`src/core/nv_write_pkg.sv`:
```
// constants, register map and states of the nonvolatile write controller
// assumes one 250 MHz clock and a 32-bit Avalon-MM slave port with byte addresses
package nv_write_pkg;
    localparam int        CLK_MHZ         = 250;
    localparam int        ERASE_TIME_NS   = 2000;
    localparam int        PROGRAM_TIME_NS = 2000;
    // least times round up to whole cycles
    localparam int        ERASE_CYCLES    = (ERASE_TIME_NS * CLK_MHZ + 999) / 1000;
    localparam int        PROGRAM_CYCLES  = (PROGRAM_TIME_NS * CLK_MHZ + 999) / 1000;

    localparam int        BUS_ADDR_W      = 6;
    localparam logic [5:0] OFS_CONTROL    = 6'h00;
    localparam logic [5:0] OFS_UNLOCK     = 6'h04;
    localparam logic [5:0] OFS_ADDR_LOW   = 6'h08;
    localparam logic [5:0] OFS_ADDR_HIGH  = 6'h0c;
    localparam logic [5:0] OFS_DATA_LOW   = 6'h10;
    localparam logic [5:0] OFS_DATA_HIGH  = 6'h14;
    localparam logic [5:0] OFS_IRQ_STATUS = 6'h18;
    localparam logic [5:0] OFS_IRQ_CLEAR  = 6'h1c;
    localparam logic [5:0] OFS_IRQ_ENABLE = 6'h20;

    // control register bit positions
    localparam int        BIT_START       = 1;
    localparam int        BIT_ALLOW       = 2;
    localparam int        BIT_ABORT       = 3;
    localparam int        BIT_SELECT      = 7;
    // interrupt status / clear / enable layout
    localparam int        IRQ_DONE        = 0;
    localparam int        IRQ_ABORT       = 1;
    localparam int        IRQ_W           = 2;

    localparam logic [7:0] UNLOCK_FIRST   = 8'h55;
    localparam logic [7:0] UNLOCK_SECOND  = 8'haa;

    typedef enum logic [1:0] {
        ST_IDLE    = 2'b00,
        ST_ERASE   = 2'b01,
        ST_PROGRAM = 2'b11
    } wr_state_t;

    typedef enum logic [1:0] {
        UL_LOCKED = 2'b00,
        UL_HALF   = 2'b01,
        UL_OPEN   = 2'b11
    } unlock_t;
endpackage

```
`src/core/nv_write_ctrl.sv`:
```
// self-timed erase-then-program controller for data and program memory
// assumes the core reaches it over Avalon-MM; resets arrive synchronous to clk_sys
//
// The placing of the registers and the Avalon-MM interface to the registers are this design's own decisions.
module nv_write_ctrl
    import nv_write_pkg::*;
#(
    parameter int ERASE_LEN   = ERASE_CYCLES,
    parameter int PROGRAM_LEN = PROGRAM_CYCLES,
    parameter int TIMER_W     = 16
) (
    input  wire logic                              clk_sys,
    input  wire logic                              rst,
    input  wire logic                              external_pin_reset,
    input  wire logic                              watchdog_timer_reset,
    input  wire logic [nv_write_pkg::BUS_ADDR_W-1:0] avs_address,
    input  wire logic                              avs_read,
    input  wire logic                              avs_write,
    input  wire logic [31:0]                       avs_writedata,
    input  wire logic [3:0]                        avs_byteenable,
    output logic [31:0]                            avs_readdata,
    output logic                                   avs_waitrequest,
    output logic                                   cpu_stall,
    output logic                                   mem_target,
    output logic [15:0]                            mem_addr,
    output logic [15:0]                            mem_wdata,
    output logic                                   mem_erase,
    output logic                                   mem_program,
    output logic                                   irq
);
    import nv_write_pkg::*;

    initial begin
        if (ERASE_LEN < 1 || PROGRAM_LEN < 1 || ERASE_LEN >= (1 << TIMER_W) || PROGRAM_LEN >= (1 << TIMER_W))
            $error("phase length does not fit the timer");
    end

    wr_state_t   state, next_state;
    unlock_t     unlock, next_unlock;
    logic        write_allow, next_write_allow;
    logic        write_start, next_write_start;
    logic        memory_select, next_memory_select;
    logic [7:0]  nv_addr_low, next_addr_low;
    logic [7:0]  nv_addr_high, next_addr_high;
    logic [7:0]  nv_data_low, next_data_low;
    logic [7:0]  nv_data_high, next_data_high;
    logic [IRQ_W-1:0] irq_enable, next_irq_enable;
    logic        next_target;
    logic [15:0] next_mem_addr, next_mem_wdata;
    logic        ack, next_ack;
    logic [31:0] next_readdata;
    logic        write_done_flag, write_abort_flag;
    logic        wr_strobe, hard_reset, busy, start_accept;
    logic        erase_expired, program_expired, finish;
    logic        clear_done, clear_abort;
    logic [IRQ_W-1:0] irq_status;

    // one wait state: the access completes on the cycle after it is seen
    assign avs_waitrequest = (avs_read | avs_write) & ~ack;
    // a write lands only at the edge where waitrequest is low, never in the waiting cycle
    assign wr_strobe       = avs_write & ack & avs_byteenable[0];
    assign hard_reset      = external_pin_reset | watchdog_timer_reset;
    assign busy            = (state != ST_IDLE);
    assign finish          = (state == ST_PROGRAM) & program_expired & ~hard_reset;
    assign irq_status      = {write_abort_flag, write_done_flag};

    // start needs the allow bit from an earlier write and the unlock sequence
    assign start_accept = wr_strobe & (avs_address == OFS_CONTROL) & avs_writedata[BIT_START]
                        & write_allow & (unlock == UL_OPEN) & ~busy & ~hard_reset;

    assign clear_done  = wr_strobe & (avs_address == OFS_IRQ_CLEAR) & avs_writedata[IRQ_DONE];
    assign clear_abort = wr_strobe & (((avs_address == OFS_IRQ_CLEAR) & avs_writedata[IRQ_ABORT])
                       | ((avs_address == OFS_CONTROL) & ~avs_writedata[BIT_ABORT]));

    sticky_flag u_done_flag (
        .clk_sys (clk_sys),
        .rst     (rst),
        .set     (finish),
        .clear   (clear_done),
        .flag    (write_done_flag)
    );

    sticky_flag u_abort_flag (
        .clk_sys (clk_sys),
        .rst     (rst),
        .set     (hard_reset & busy),
        .clear   (clear_abort),
        .flag    (write_abort_flag)
    );

    phase_timer #(.WIDTH(TIMER_W)) u_erase_timer (
        .clk_sys    (clk_sys),
        .rst        (rst),
        .load       (start_accept),
        .load_value (TIMER_W'(ERASE_LEN)),
        .cancel     (hard_reset),
        .expired    (erase_expired)
    );

    phase_timer #(.WIDTH(TIMER_W)) u_program_timer (
        .clk_sys    (clk_sys),
        .rst        (rst),
        .load       ((state == ST_ERASE) & erase_expired & ~hard_reset),
        .load_value (TIMER_W'(PROGRAM_LEN)),
        .cancel     (hard_reset),
        .expired    (program_expired)
    );

    // write sequencer: erase phase then program phase, both timed
    always_comb begin
        next_state = state;
        unique case (state)
            ST_IDLE:    if (start_accept) next_state = ST_ERASE;
            ST_ERASE:   if (erase_expired) next_state = ST_PROGRAM;
            ST_PROGRAM: if (program_expired) next_state = ST_IDLE;
            default:    next_state = ST_IDLE;
        endcase
        if (hard_reset)
            next_state = ST_IDLE;
    end

    // software registers; pin and watchdog resets spare address, data and select
    always_comb begin
        next_unlock        = unlock;
        next_write_allow   = write_allow;
        next_write_start   = write_start;
        next_memory_select = memory_select;
        next_addr_low      = nv_addr_low;
        next_addr_high     = nv_addr_high;
        next_data_low      = nv_data_low;
        next_data_high     = nv_data_high;
        next_irq_enable    = irq_enable;
        if (wr_strobe) begin
            // any write other than the next unlock key relocks
            next_unlock = UL_LOCKED;
            unique case (avs_address)
                OFS_UNLOCK: begin
                    if (avs_writedata[7:0] == UNLOCK_FIRST)
                        next_unlock = UL_HALF;
                    else if (avs_writedata[7:0] == UNLOCK_SECOND && unlock == UL_HALF)
                        next_unlock = UL_OPEN;
                end
                OFS_CONTROL: begin
                    next_write_allow = avs_writedata[BIT_ALLOW]; // clearing it leaves a write running
                    if (!busy)
                        next_memory_select = avs_writedata[BIT_SELECT];
                end
                OFS_ADDR_LOW:   next_addr_low   = avs_writedata[7:0];
                OFS_ADDR_HIGH:  next_addr_high  = avs_writedata[7:0];
                OFS_DATA_LOW:   next_data_low   = avs_writedata[7:0];
                OFS_DATA_HIGH:  next_data_high  = avs_writedata[7:0];
                OFS_IRQ_ENABLE: next_irq_enable = avs_writedata[IRQ_W-1:0];
                default: ;
            endcase
        end
        if (start_accept)
            next_write_start = 1'b1; // software can only set it
        if (finish)
            next_write_start = 1'b0;
        if (hard_reset) begin
            next_write_allow = 1'b0;
            next_write_start = 1'b0;
            next_unlock      = UL_LOCKED;
        end
    end

    // latch the target and operands at launch so later register writes cannot disturb the cycle
    always_comb begin
        next_target    = mem_target;
        next_mem_addr  = mem_addr;
        next_mem_wdata = mem_wdata;
        if (start_accept) begin
            next_target = memory_select;
            if (memory_select) begin
                next_mem_addr  = {nv_addr_high, nv_addr_low};
                next_mem_wdata = {nv_data_high, nv_data_low};
            end else begin
                next_mem_addr  = {8'h00, nv_addr_low};
                next_mem_wdata = {8'h00, nv_data_low};
            end
        end
    end

    // read data mux; unmapped addresses read zero
    always_comb begin
        next_ack      = (avs_read | avs_write) & ~ack;
        next_readdata = 32'h0000_0000;
        unique case (avs_address)
            OFS_CONTROL: begin
                next_readdata[BIT_SELECT] = memory_select;
                next_readdata[BIT_ABORT]  = write_abort_flag;
                next_readdata[BIT_ALLOW]  = write_allow;
                next_readdata[BIT_START]  = write_start;
            end
            OFS_ADDR_LOW:   next_readdata[7:0]       = nv_addr_low;
            OFS_ADDR_HIGH:  next_readdata[7:0]       = nv_addr_high;
            OFS_DATA_LOW:   next_readdata[7:0]       = nv_data_low;
            OFS_DATA_HIGH:  next_readdata[7:0]       = nv_data_high;
            OFS_IRQ_STATUS: next_readdata[IRQ_W-1:0] = irq_status;
            OFS_IRQ_ENABLE: next_readdata[IRQ_W-1:0] = irq_enable;
            default: ;
        endcase
    end

    // state registers; only power-on clears the data path registers
    always_ff @(posedge clk_sys) begin
        if (rst) begin
            state         <= ST_IDLE;
            unlock        <= UL_LOCKED;
            write_allow   <= 1'b0;
            write_start   <= 1'b0;
            memory_select <= 1'b0;
            nv_addr_low   <= 8'h00;
            nv_addr_high  <= 8'h00;
            nv_data_low   <= 8'h00;
            nv_data_high  <= 8'h00;
            irq_enable    <= '0;
            mem_target    <= 1'b0;
            mem_addr      <= 16'h0000;
            mem_wdata     <= 16'h0000;
            ack           <= 1'b0;
            avs_readdata  <= 32'h0000_0000;
        end else begin
            state         <= next_state;
            unlock        <= next_unlock;
            write_allow   <= next_write_allow;
            write_start   <= next_write_start;
            memory_select <= next_memory_select;
            nv_addr_low   <= next_addr_low;
            nv_addr_high  <= next_addr_high;
            nv_data_low   <= next_data_low;
            nv_data_high  <= next_data_high;
            irq_enable    <= next_irq_enable;
            mem_target    <= next_target;
            mem_addr      <= next_mem_addr;
            mem_wdata     <= next_mem_wdata;
            ack           <= next_ack;
            avs_readdata  <= next_readdata;
        end
    end

    // memory strobes and the core stall follow the registered state
    assign mem_erase   = (state == ST_ERASE);
    assign mem_program = (state == ST_PROGRAM);
    assign cpu_stall   = busy & mem_target;
    assign irq         = |(irq_status & irq_enable);

    no_start_unallowed_a: assert property (@(posedge clk_sys) disable iff (rst)
        start_accept |-> $past(write_allow) || write_allow)
        else $error("start taken without write_allow");
    start_launch_a: assert property (@(posedge clk_sys) disable iff (rst)
        start_accept |=> mem_erase && write_start)
        else $error("accepted start did not launch erase");
    start_self_clear_a: assert property (@(posedge clk_sys) disable iff (rst)
        finish |=> !write_start && !busy)
        else $error("start bit not cleared at completion");
    done_flag_set_a: assert property (@(posedge clk_sys) disable iff (rst)
        finish |=> write_done_flag)
        else $error("completion did not set done flag");
    data_erase_addr_a: assert property (@(posedge clk_sys) disable iff (rst)
        start_accept && !memory_select |=> mem_addr == {8'h00, $past(nv_addr_low)} && !mem_target)
        else $error("data write latched wrong address");
    data_no_stall_a: assert property (@(posedge clk_sys) disable iff (rst)
        busy && !mem_target |-> !cpu_stall)
        else $error("data write stalled the core");
    prog_stall_a: assert property (@(posedge clk_sys) disable iff (rst)
        start_accept && memory_select |=> cpu_stall [*2])
        else $error("program write did not stall");
    prog_operands_a: assert property (@(posedge clk_sys) disable iff (rst)
        start_accept && memory_select |=> mem_wdata == {$past(nv_data_high), $past(nv_data_low)})
        else $error("program write latched wrong data");
    prog_resume_a: assert property (@(posedge clk_sys) disable iff (rst)
        finish && mem_target |=> !cpu_stall && write_done_flag)
        else $error("core not released after program write");
    abort_flag_a: assert property (@(posedge clk_sys) disable iff (rst)
        hard_reset && busy |=> write_abort_flag && !busy && !write_start)
        else $error("aborted write not flagged");
    regs_kept_a: assert property (@(posedge clk_sys) disable iff (rst)
        hard_reset && !wr_strobe |=> $stable(nv_addr_low) && $stable(nv_addr_high)
            && $stable(nv_data_low) && $stable(nv_data_high) && $stable(memory_select))
        else $error("pin or watchdog reset altered registers");
    select_hold_a: assert property (@(posedge clk_sys) disable iff (rst)
        busy && !hard_reset |=> $stable(memory_select))
        else $error("memory select changed during a write");
    unlock_need_a: assert property (@(posedge clk_sys) disable iff (rst)
        start_accept |-> unlock == UL_OPEN && $past(unlock) == UL_OPEN)
        else $error("start taken without unlock sequence");
    allow_clear_a: assert property (@(posedge clk_sys) disable iff (rst)
        mem_erase && !write_allow && !erase_expired && !hard_reset |=> mem_erase)
        else $error("clearing write_allow aborted the write");
    phases_timed_a: assert property (@(posedge clk_sys) disable iff (rst)
        $rose(mem_program) |-> $past(mem_erase) && $past(erase_expired))
        else $error("program phase began before erase expired");
    irq_level_a: assert property (@(posedge clk_sys) disable iff (rst)
        write_done_flag && irq_enable[IRQ_DONE] |-> irq)
        else $error("enabled done flag raised no interrupt");

    data_write_c: cover property (@(posedge clk_sys) disable iff (rst)
        start_accept && !memory_select ##[1:1000] finish);
    prog_write_c: cover property (@(posedge clk_sys) disable iff (rst)
        start_accept && memory_select ##[1:1000] finish);
    aborted_c: cover property (@(posedge clk_sys) disable iff (rst) hard_reset && busy);
    irq_c: cover property (@(posedge clk_sys) disable iff (rst) $rose(irq));
endmodule

```
`src/core/phase_timer.sv`:
```
// down counter timing one erase or program phase
// assumes load is a one-cycle strobe; expired pulses on the last cycle
module phase_timer #(
    parameter int WIDTH = 16
) (
    input  wire logic             clk_sys,
    input  wire logic             rst,
    input  wire logic             load,
    input  wire logic [WIDTH-1:0] load_value,
    input  wire logic             cancel,
    output logic                  expired
);
    logic [WIDTH-1:0] count;
    logic [WIDTH-1:0] next_count;

    initial begin
        if (WIDTH < 2)
            $error("phase_timer width too small");
    end

    assign expired = (count == WIDTH'(1));

    // load wins over the running count; cancel stops a phase cut short
    always_comb begin
        next_count = count;
        if (count != '0)
            next_count = count - WIDTH'(1);
        if (cancel)
            next_count = '0;
        if (load)
            next_count = load_value;
    end

    always_ff @(posedge clk_sys) begin
        if (rst)
            count <= '0;
        else
            count <= next_count;
    end
endmodule

```
`src/core/sticky_flag.sv`:
```
// one sticky status bit: hardware sets, software clears, set wins
// assumes set and clear are one-cycle synchronous strobes
module sticky_flag (
    input  wire logic clk_sys,
    input  wire logic rst,
    input  wire logic set,
    input  wire logic clear,
    output logic      flag
);
    logic next_flag;

    // a set in the clearing cycle must not be lost
    always_comb begin
        next_flag = flag;
        if (clear)
            next_flag = 1'b0;
        if (set)
            next_flag = 1'b1;
    end

    always_ff @(posedge clk_sys) begin
        if (rst)
            flag <= 1'b0;
        else
            flag <= next_flag;
    end
endmodule

```
`config.mk`:
```
export PLATFORM = sky130hd
export DESIGN_NAME = nv_write_ctrl
export DESIGN_NICKNAME = d
export VERILOG_FILES = /design/src/core/nv_write_pkg.sv /design/src/core/nv_write_ctrl.sv /design/src/core/phase_timer.sv /design/src/core/sticky_flag.sv
export SDC_FILE = /design/constraint.sdc
export NUM_CORES = 1
export LEC_CHECK = 0
export ABC_AREA = 1
export BUFFER_PORTS_ARGS = -buffer_cell sky130_fd_sc_hd__buf_2
export CORE_MARGIN = 4
export CORE_UTILIZATION = 35
export DETAILED_ROUTE_END_ITERATION = 16
export HOLD_SLACK_MARGIN = 0.1
export PLACE_DENSITY_LB_ADDON = 0.08
export SYNTH_ARGS = -nofsm -noshare
export SYNTH_HDL_FRONTEND = slang
export SYNTH_SLANG_ARGS = --single-unit
```
`constraint.sdc`:
```
create_clock -name clk_sys -period 1.65 [get_ports clk_sys]
set_clock_uncertainty 0.2 [all_clocks]
set_input_delay 0.165 -clock clk_sys [delete_from_list [all_inputs] [get_ports clk_sys]]
set_output_delay 0.165 -clock clk_sys [all_outputs]
set_load 0.02 [all_outputs]
```
Word level (Yosys, flattened, before mapping) --
Cells that the tools add are included.
Operators by class: add/subtract/negate cells 2, multipliers 0, reduce and logical (&&, ||, !) cells 23, equality and inequality tests 19, div/mod/pow operators 0, bitwise gates (word level) 28, muxes and demuxes 24, $lt $le $gt $ge 0, shift operators 0
Operator list (number):
- $mux 9 | 6
- $eq 16x1->1 const B | 2
- $mux 16 | 2
- $reduce_bool 16->1 | 2
- $sub 16x1->16 const B | 2
- $eq 6x5->1 const B | 4
- $and 1x1->1 | 20
- $eq 6x4->1 const B | 2
- $mux 2 | 6
- $pmux 3 s4 | 1
- $reduce_and 2->1 | 6
- $pmux 2 s5 | 1
- $reduce_or 3->1 | 3
- $eq 8x7->1 const B | 1
- $eq 8x8->1 const B | 1
- $pmux 1 s7 | 1
- $eq 6x3->1 const B | 1
- $eq 6x6->1 const B | 1
- $logic_not 6->1 | 1
- $pmux 1 s6 | 1
- $pmux 2 s3 | 1
- $reduce_and 3->1 | 2
- $reduce_bool 2->1 | 3
- $reduce_bool 3->1 | 2
- 12 further kinds | 24
Word-level totals: output and inout port bits 70, ROM bits 0, bits of input ports 48, RAM bits 0, memories kept 0, bits in latches 0, flip-flop bits (word level) 141

Depth between registers and ports, before layout --
depth in word-level cells 10, mapped depth 10

Hierarchy --
Synthesis repeated with hierarchy kept, for this count alone.
Second synthesis, totals: cells, all modules 880, area, all modules 5987.0 µm²
By module, submodules not included:
- nv_write_ctrl | cells each 510, area an instance 3709.8 µm², instances 1
- phase_timer | cells each 180, area an instance 1098.6 µm², instances 2
- sticky_flag | cells each 5, area an instance 40.0 µm², instances 2

Least setup slack after synthesis --
No wires, ideal clock.
path type reg-to-reg, start point reg u_program_timer.count[0], end point reg u_program_timer.count[5], required time 1.380 ns, library setup time 0.070 ns, period minus slack after synthesis 1.622 ns, cell stages (with the launch flop) 9, slack 0.028 ns, arrival 1.351 ns, path through dfxtp_1 inv_1 ha_1 nand2_1 nor2_1 nand2_1 buf_2 nand4_1 a21oi_1
Between the ends: cells in the longest elaborated chain, start to end 4
Ends and longest elaborated chain:
- from (decl) | line phase_timer.sv:13 | logic [WIDTH-1:0] count;
- from (signal assigned) | line phase_timer.sv:38 | count <= next_count;
- $sub 16x1->16 | line phase_timer.sv:27 | next_count = count - WIDTH'(1);
- $mux 9 | line phase_timer.sv:26 | if (count != '0)
- $mux 9 | line phase_timer.sv:28 | if (cancel)
- $mux 9 | line phase_timer.sv:30 | if (load)
Parallel ways exist; a longest one is shown, timed or not. The select of a mux whose other input is x is not followed. A chain may end at the register's enable or synchronous reset.

Worst setup path after layout --
start point reg ack, end point reg mem_addr[4]
Between the ends: cells in the longest elaborated chain, start to end 8
Ends and longest elaborated chain:
- from (decl) | line nv_write_ctrl.sv:50 | logic ack, next_ack;
- from (signal assigned) | line nv_write_ctrl.sv:237 | ack <= next_ack;
- $and 1x1->1 (2 in a row) | line nv_write_ctrl.sv:61 | assign wr_strobe = avs_write & ack & avs_byteenable[0];
- $and 1x1->1 (2 in a row) | line nv_write_ctrl.sv:68 | assign start_accept = wr_strobe & (avs_address == OFS_CONTROL) & avs_writedata[BIT_START]
- $and 1x1->1 (4 in a row) | line nv_write_ctrl.sv:69 | & write_allow & (unlock == UL_OPEN) & ~busy & ~hard_reset;
- to (signal assigned) | line nv_write_ctrl.sv:235 | mem_addr <= next_mem_addr;
- to (decl) | line nv_write_ctrl.sv:25 | output logic [15:0] mem_addr,
No other way between the ends.

==> impl_metrics.env <==
export IMPL_fp_dieArea_mm2=0.0179
export IMPL_crit_type="flop to flop"
export IMPL_setup_violations_final=0
export IMPL_seq_area_frac_synth=0.423
export IMPL_period_share=0.990
export IMPL_stdcell_count=1177
export IMPL_synth_top_area_cell="dfxtp_1"
export IMPL_synth_ff_type="dfxtp_1"
export IMPL_viasPerCell=4.65
export IMPL_period_needed_ns=1.63
export IMPL_tns_ns=0
export IMPL_initial_utilization=0.360
export IMPL_grt_max_degree=37
export IMPL_cts_sinks=117
export IMPL_first_global_vias=5341
export IMPL_crit_end="mem_addr[4]"
export IMPL_syn_to_final_growth_pct=39.5
export IMPL_rsz0062_at_grt="yes"
export IMPL_p_leak_nw=3.61
export IMPL_crit_buf_inv=1
export IMPL_critPathRequiredTime_ns=1.81
export IMPL_yosys_warnings=0
export IMPL_grt_usage=0.182
export IMPL_vdd_ir_drop_max_mv=0.976
export IMPL_status="completed"
export IMPL_fillers=1546
export IMPL_synth_area_mm2=0.00554
export IMPL_fp_row_count=45
export IMPL_antenna_cells=0
export IMPL_use_met3=0.0469
export IMPL_nNetsFinal=1007
export IMPL_grtUsageMet1=0.217
export IMPL_ys_top_cells_by_count="nand2_1, nor2_1, dfxtp_1"
export IMPL_r2r_start="ack"
export IMPL_finalWorstSetupSlack_ns=0.0164
export IMPL_syn_area_per_cell_um2=6.94
export IMPL_postSynth_asyncResetShare=0
export IMPL_grt_first_pass_wirelength_mm=26.0
export IMPL_busiest_layer="met2"
export IMPL_startpoint_type="flop"
export IMPL_slowest_stage="dfxtp_4"
export IMPL_dp_slack_ns=-0.120
export IMPL_h_tree_depth=4
export IMPL_path_delay_family="simple AND/OR/NAND/NOR gates"
export IMPL_hold_viol=0
export IMPL_rrSetupSlack_ns=0.02
export IMPL_crit_start="ack"
export IMPL_worstSetupPathDepth=9
export IMPL_place_gp_congestion=0.884
export IMPL_hp_start="avs_address[4]"
export IMPL_num_vias=5468
export IMPL_drv_cap=0
export IMPL_synth_edf_count=0
export IMPL_die_w_um=134
export IMPL_synth_distinct_cells=32
export IMPL_antenna_found_initial=0
export IMPL_io_buffers=66
export IMPL_dr_pass1_iters=5
export IMPL_synth_seq_cells=117
export IMPL_slowest_delay_ns=0.36
export IMPL_crit_fanout=8
export IMPL_cts_buffers=17
export IMPL_cts_path_max_buffers=2
export IMPL_arrival_ns=1.80
export IMPL_yosysMostFrequentCell="nand2_1"
export IMPL_cts_root_buf="clkbuf_16"
export IMPL_finalMaxSlewViolations=0
export IMPL_clk_insertion_delay_late_ns=0.42
export IMPL_clkTransAtPathRegs_ns=0.05
export IMPL_io_pins=118
export IMPL_hold_class="input pin to flop"
export IMPL_drtAntennaViolNets=0
export IMPL_place_inst=1111
export IMPL_grt_overflow=0
export IMPL_cts_tree="done"
export IMPL_totalWireLength_mm=16.7
export IMPL_ys_top_cells_by_area="dfxtp_1, nand2_1, nor2_1, a21oi_1, inv_1"
export IMPL_use_met2=0.314
export IMPL_worstPathCellList="nand3_4 -> nor2_4 -> nand2_4 -> nor2_4 -> buf_12 -> nand2_8 -> nand2_2 -> nand2_1 -> nor2_1"
export IMPL_wl_per_cell_um=14.2
export IMPL_cpMostUsedCell="nor2_4"
export IMPL_fp_dieH_um=134
export IMPL_power_density_mw_per_mm2=1810
export IMPL_max_freq_mhz=612
export IMPL_cp_end_kind="flop"
export IMPL_post_route_util=0.503
export IMPL_drc=0
export IMPL_worstRegToRegCells=9
export IMPL_rr_endpoint="mem_addr[4]"
export IMPL_hpwl_mm=11.4
export IMPL_synth_top_area_frac=0.423
export IMPL_coreArea_mm2=0.0154
export IMPL_drive_gt1_frac=0.286
export IMPL_synthCells=798
export IMPL_dr_first_iter_drc_count=318
## per-stage QoR
step | hold slack, ns | instance area [um2] | power (mW)
final | 0.127 | 7730 | 14.0
after global routing | 0.154 | 7730 | 15.2
after CTS | 0.0981 | 7290 | 13.6
after detailed placement | 0.256 | 6420 | 9.56
after global placement | 0.239 | 6420 | 9.50
after floorplan | 0.124 | 5630 | 7.78
## repair_timing
action / CTS / global route
hold buffers: 19 / 0
pin swaps: 4 / 33
buffers inserted: 2 / 7
endpoints found under the hold margin: 77 / 0
resized for setup: 8 / 102
endpoints found under the setup margin: 47 / 93
cloned: 1 / 7
## sequential cells by signal, summed over array words and instances (netlist names), 2 cells and up
name and count:
state 2, unlock 2, irq_enable 2, mem_wdata 16, nv_data_low 8, nv_addr_high 8, nv_data_high 8, u_program_timer.count 16
avs_readdata 8, u_erase_timer.count 16, nv_addr_low 8, mem_addr 16
## tightest hold or removal path: stages
cell and delay, ns:
buf_2 0.10, nor2_2 0.05, buf_4 0.13, nand2_1 0.05, nor2_1 0.05, nand2_1 0.08
a21oi_1 0.07
## metal layers
metal  wire, um  up-vias
met2       8280      123
met4        362        0
met5          0        -
met1       7320     2487
li1           -     2832
met3        705       26
## worst min path at each step
| stage | endpoint | slack (ns) | cells past startpoint |
|---|---|---|---|
| 2_1_floorplan | irq_enable[0] | 0.12 | 2 |
| 3_3_place_gp | ack | 0.24 | 3 |
| 3_5_place_dp | write_start | 0.26 | 2 |
| 4_1_cts | nv_data_low[5] | 0.1 | 6 |
| 5_1_grt | nv_data_low[5] | 0.15 | 6 |
| 6_report | unlock[1] | 0.13 | 7 |
## power by group
group / internal [mW] / switching [mW]
Sequential: 3.09 / 0.241
Combinational: 3.00 / 3.85
Clock: 2.44 / 1.34
Total: 8.54 / 5.43
## cells in the final DEF, fill, tap and decap left out, types with 3 or more instances in the layout
cell type,instances
clkinv_2,3
dlygate4sd3_1,15
clkbuf_16,17
nand2_4,8
xnor2_1,11
inv_1,62
nor2_2,23
buf_6,4
conb_1,24
nand3_1,27
nand2_2,30
dlymetal6s4s_1,3
nand2_1,164
clkinv_4,4
bufinv_16,3
buf_2,65
ha_1,3
o21ai_0,42
buf_12,8
dfxtp_2,5
inv_2,13
buf_4,60
nor2_1,116
a21oi_1,66
nor2_4,9
nand4_1,26
dfxtp_1,111
nand2_8,6
xor2_1,6
nor3_1,4
a21oi_2,5
## cell families (layout without fill, tap and decap cells)
group	Yosys count	count (layout)	synth area share
simple gates	413	420	0.318
buf+inv	124	262	0.109
compound gates	121	121	0.112
flops	117	117	0.423
xor+xnor	17	17	0.0269
fa+ha+maj	5	5	0.0113
other cells	1	24	0.000677
## final cells by class
class	count	area, um2	share of cell area
clock buffers	19	453	0.0586
clock inverters	12	155	0.0201
inverters	76	288	0.0372
multi-input cells	587	3050	0.394
flip-flops and latches	117	2350	0.304
well taps	211	264	0.0342
repair buffers	155	1170	0.151
Power figures use the tool's default switching activity.
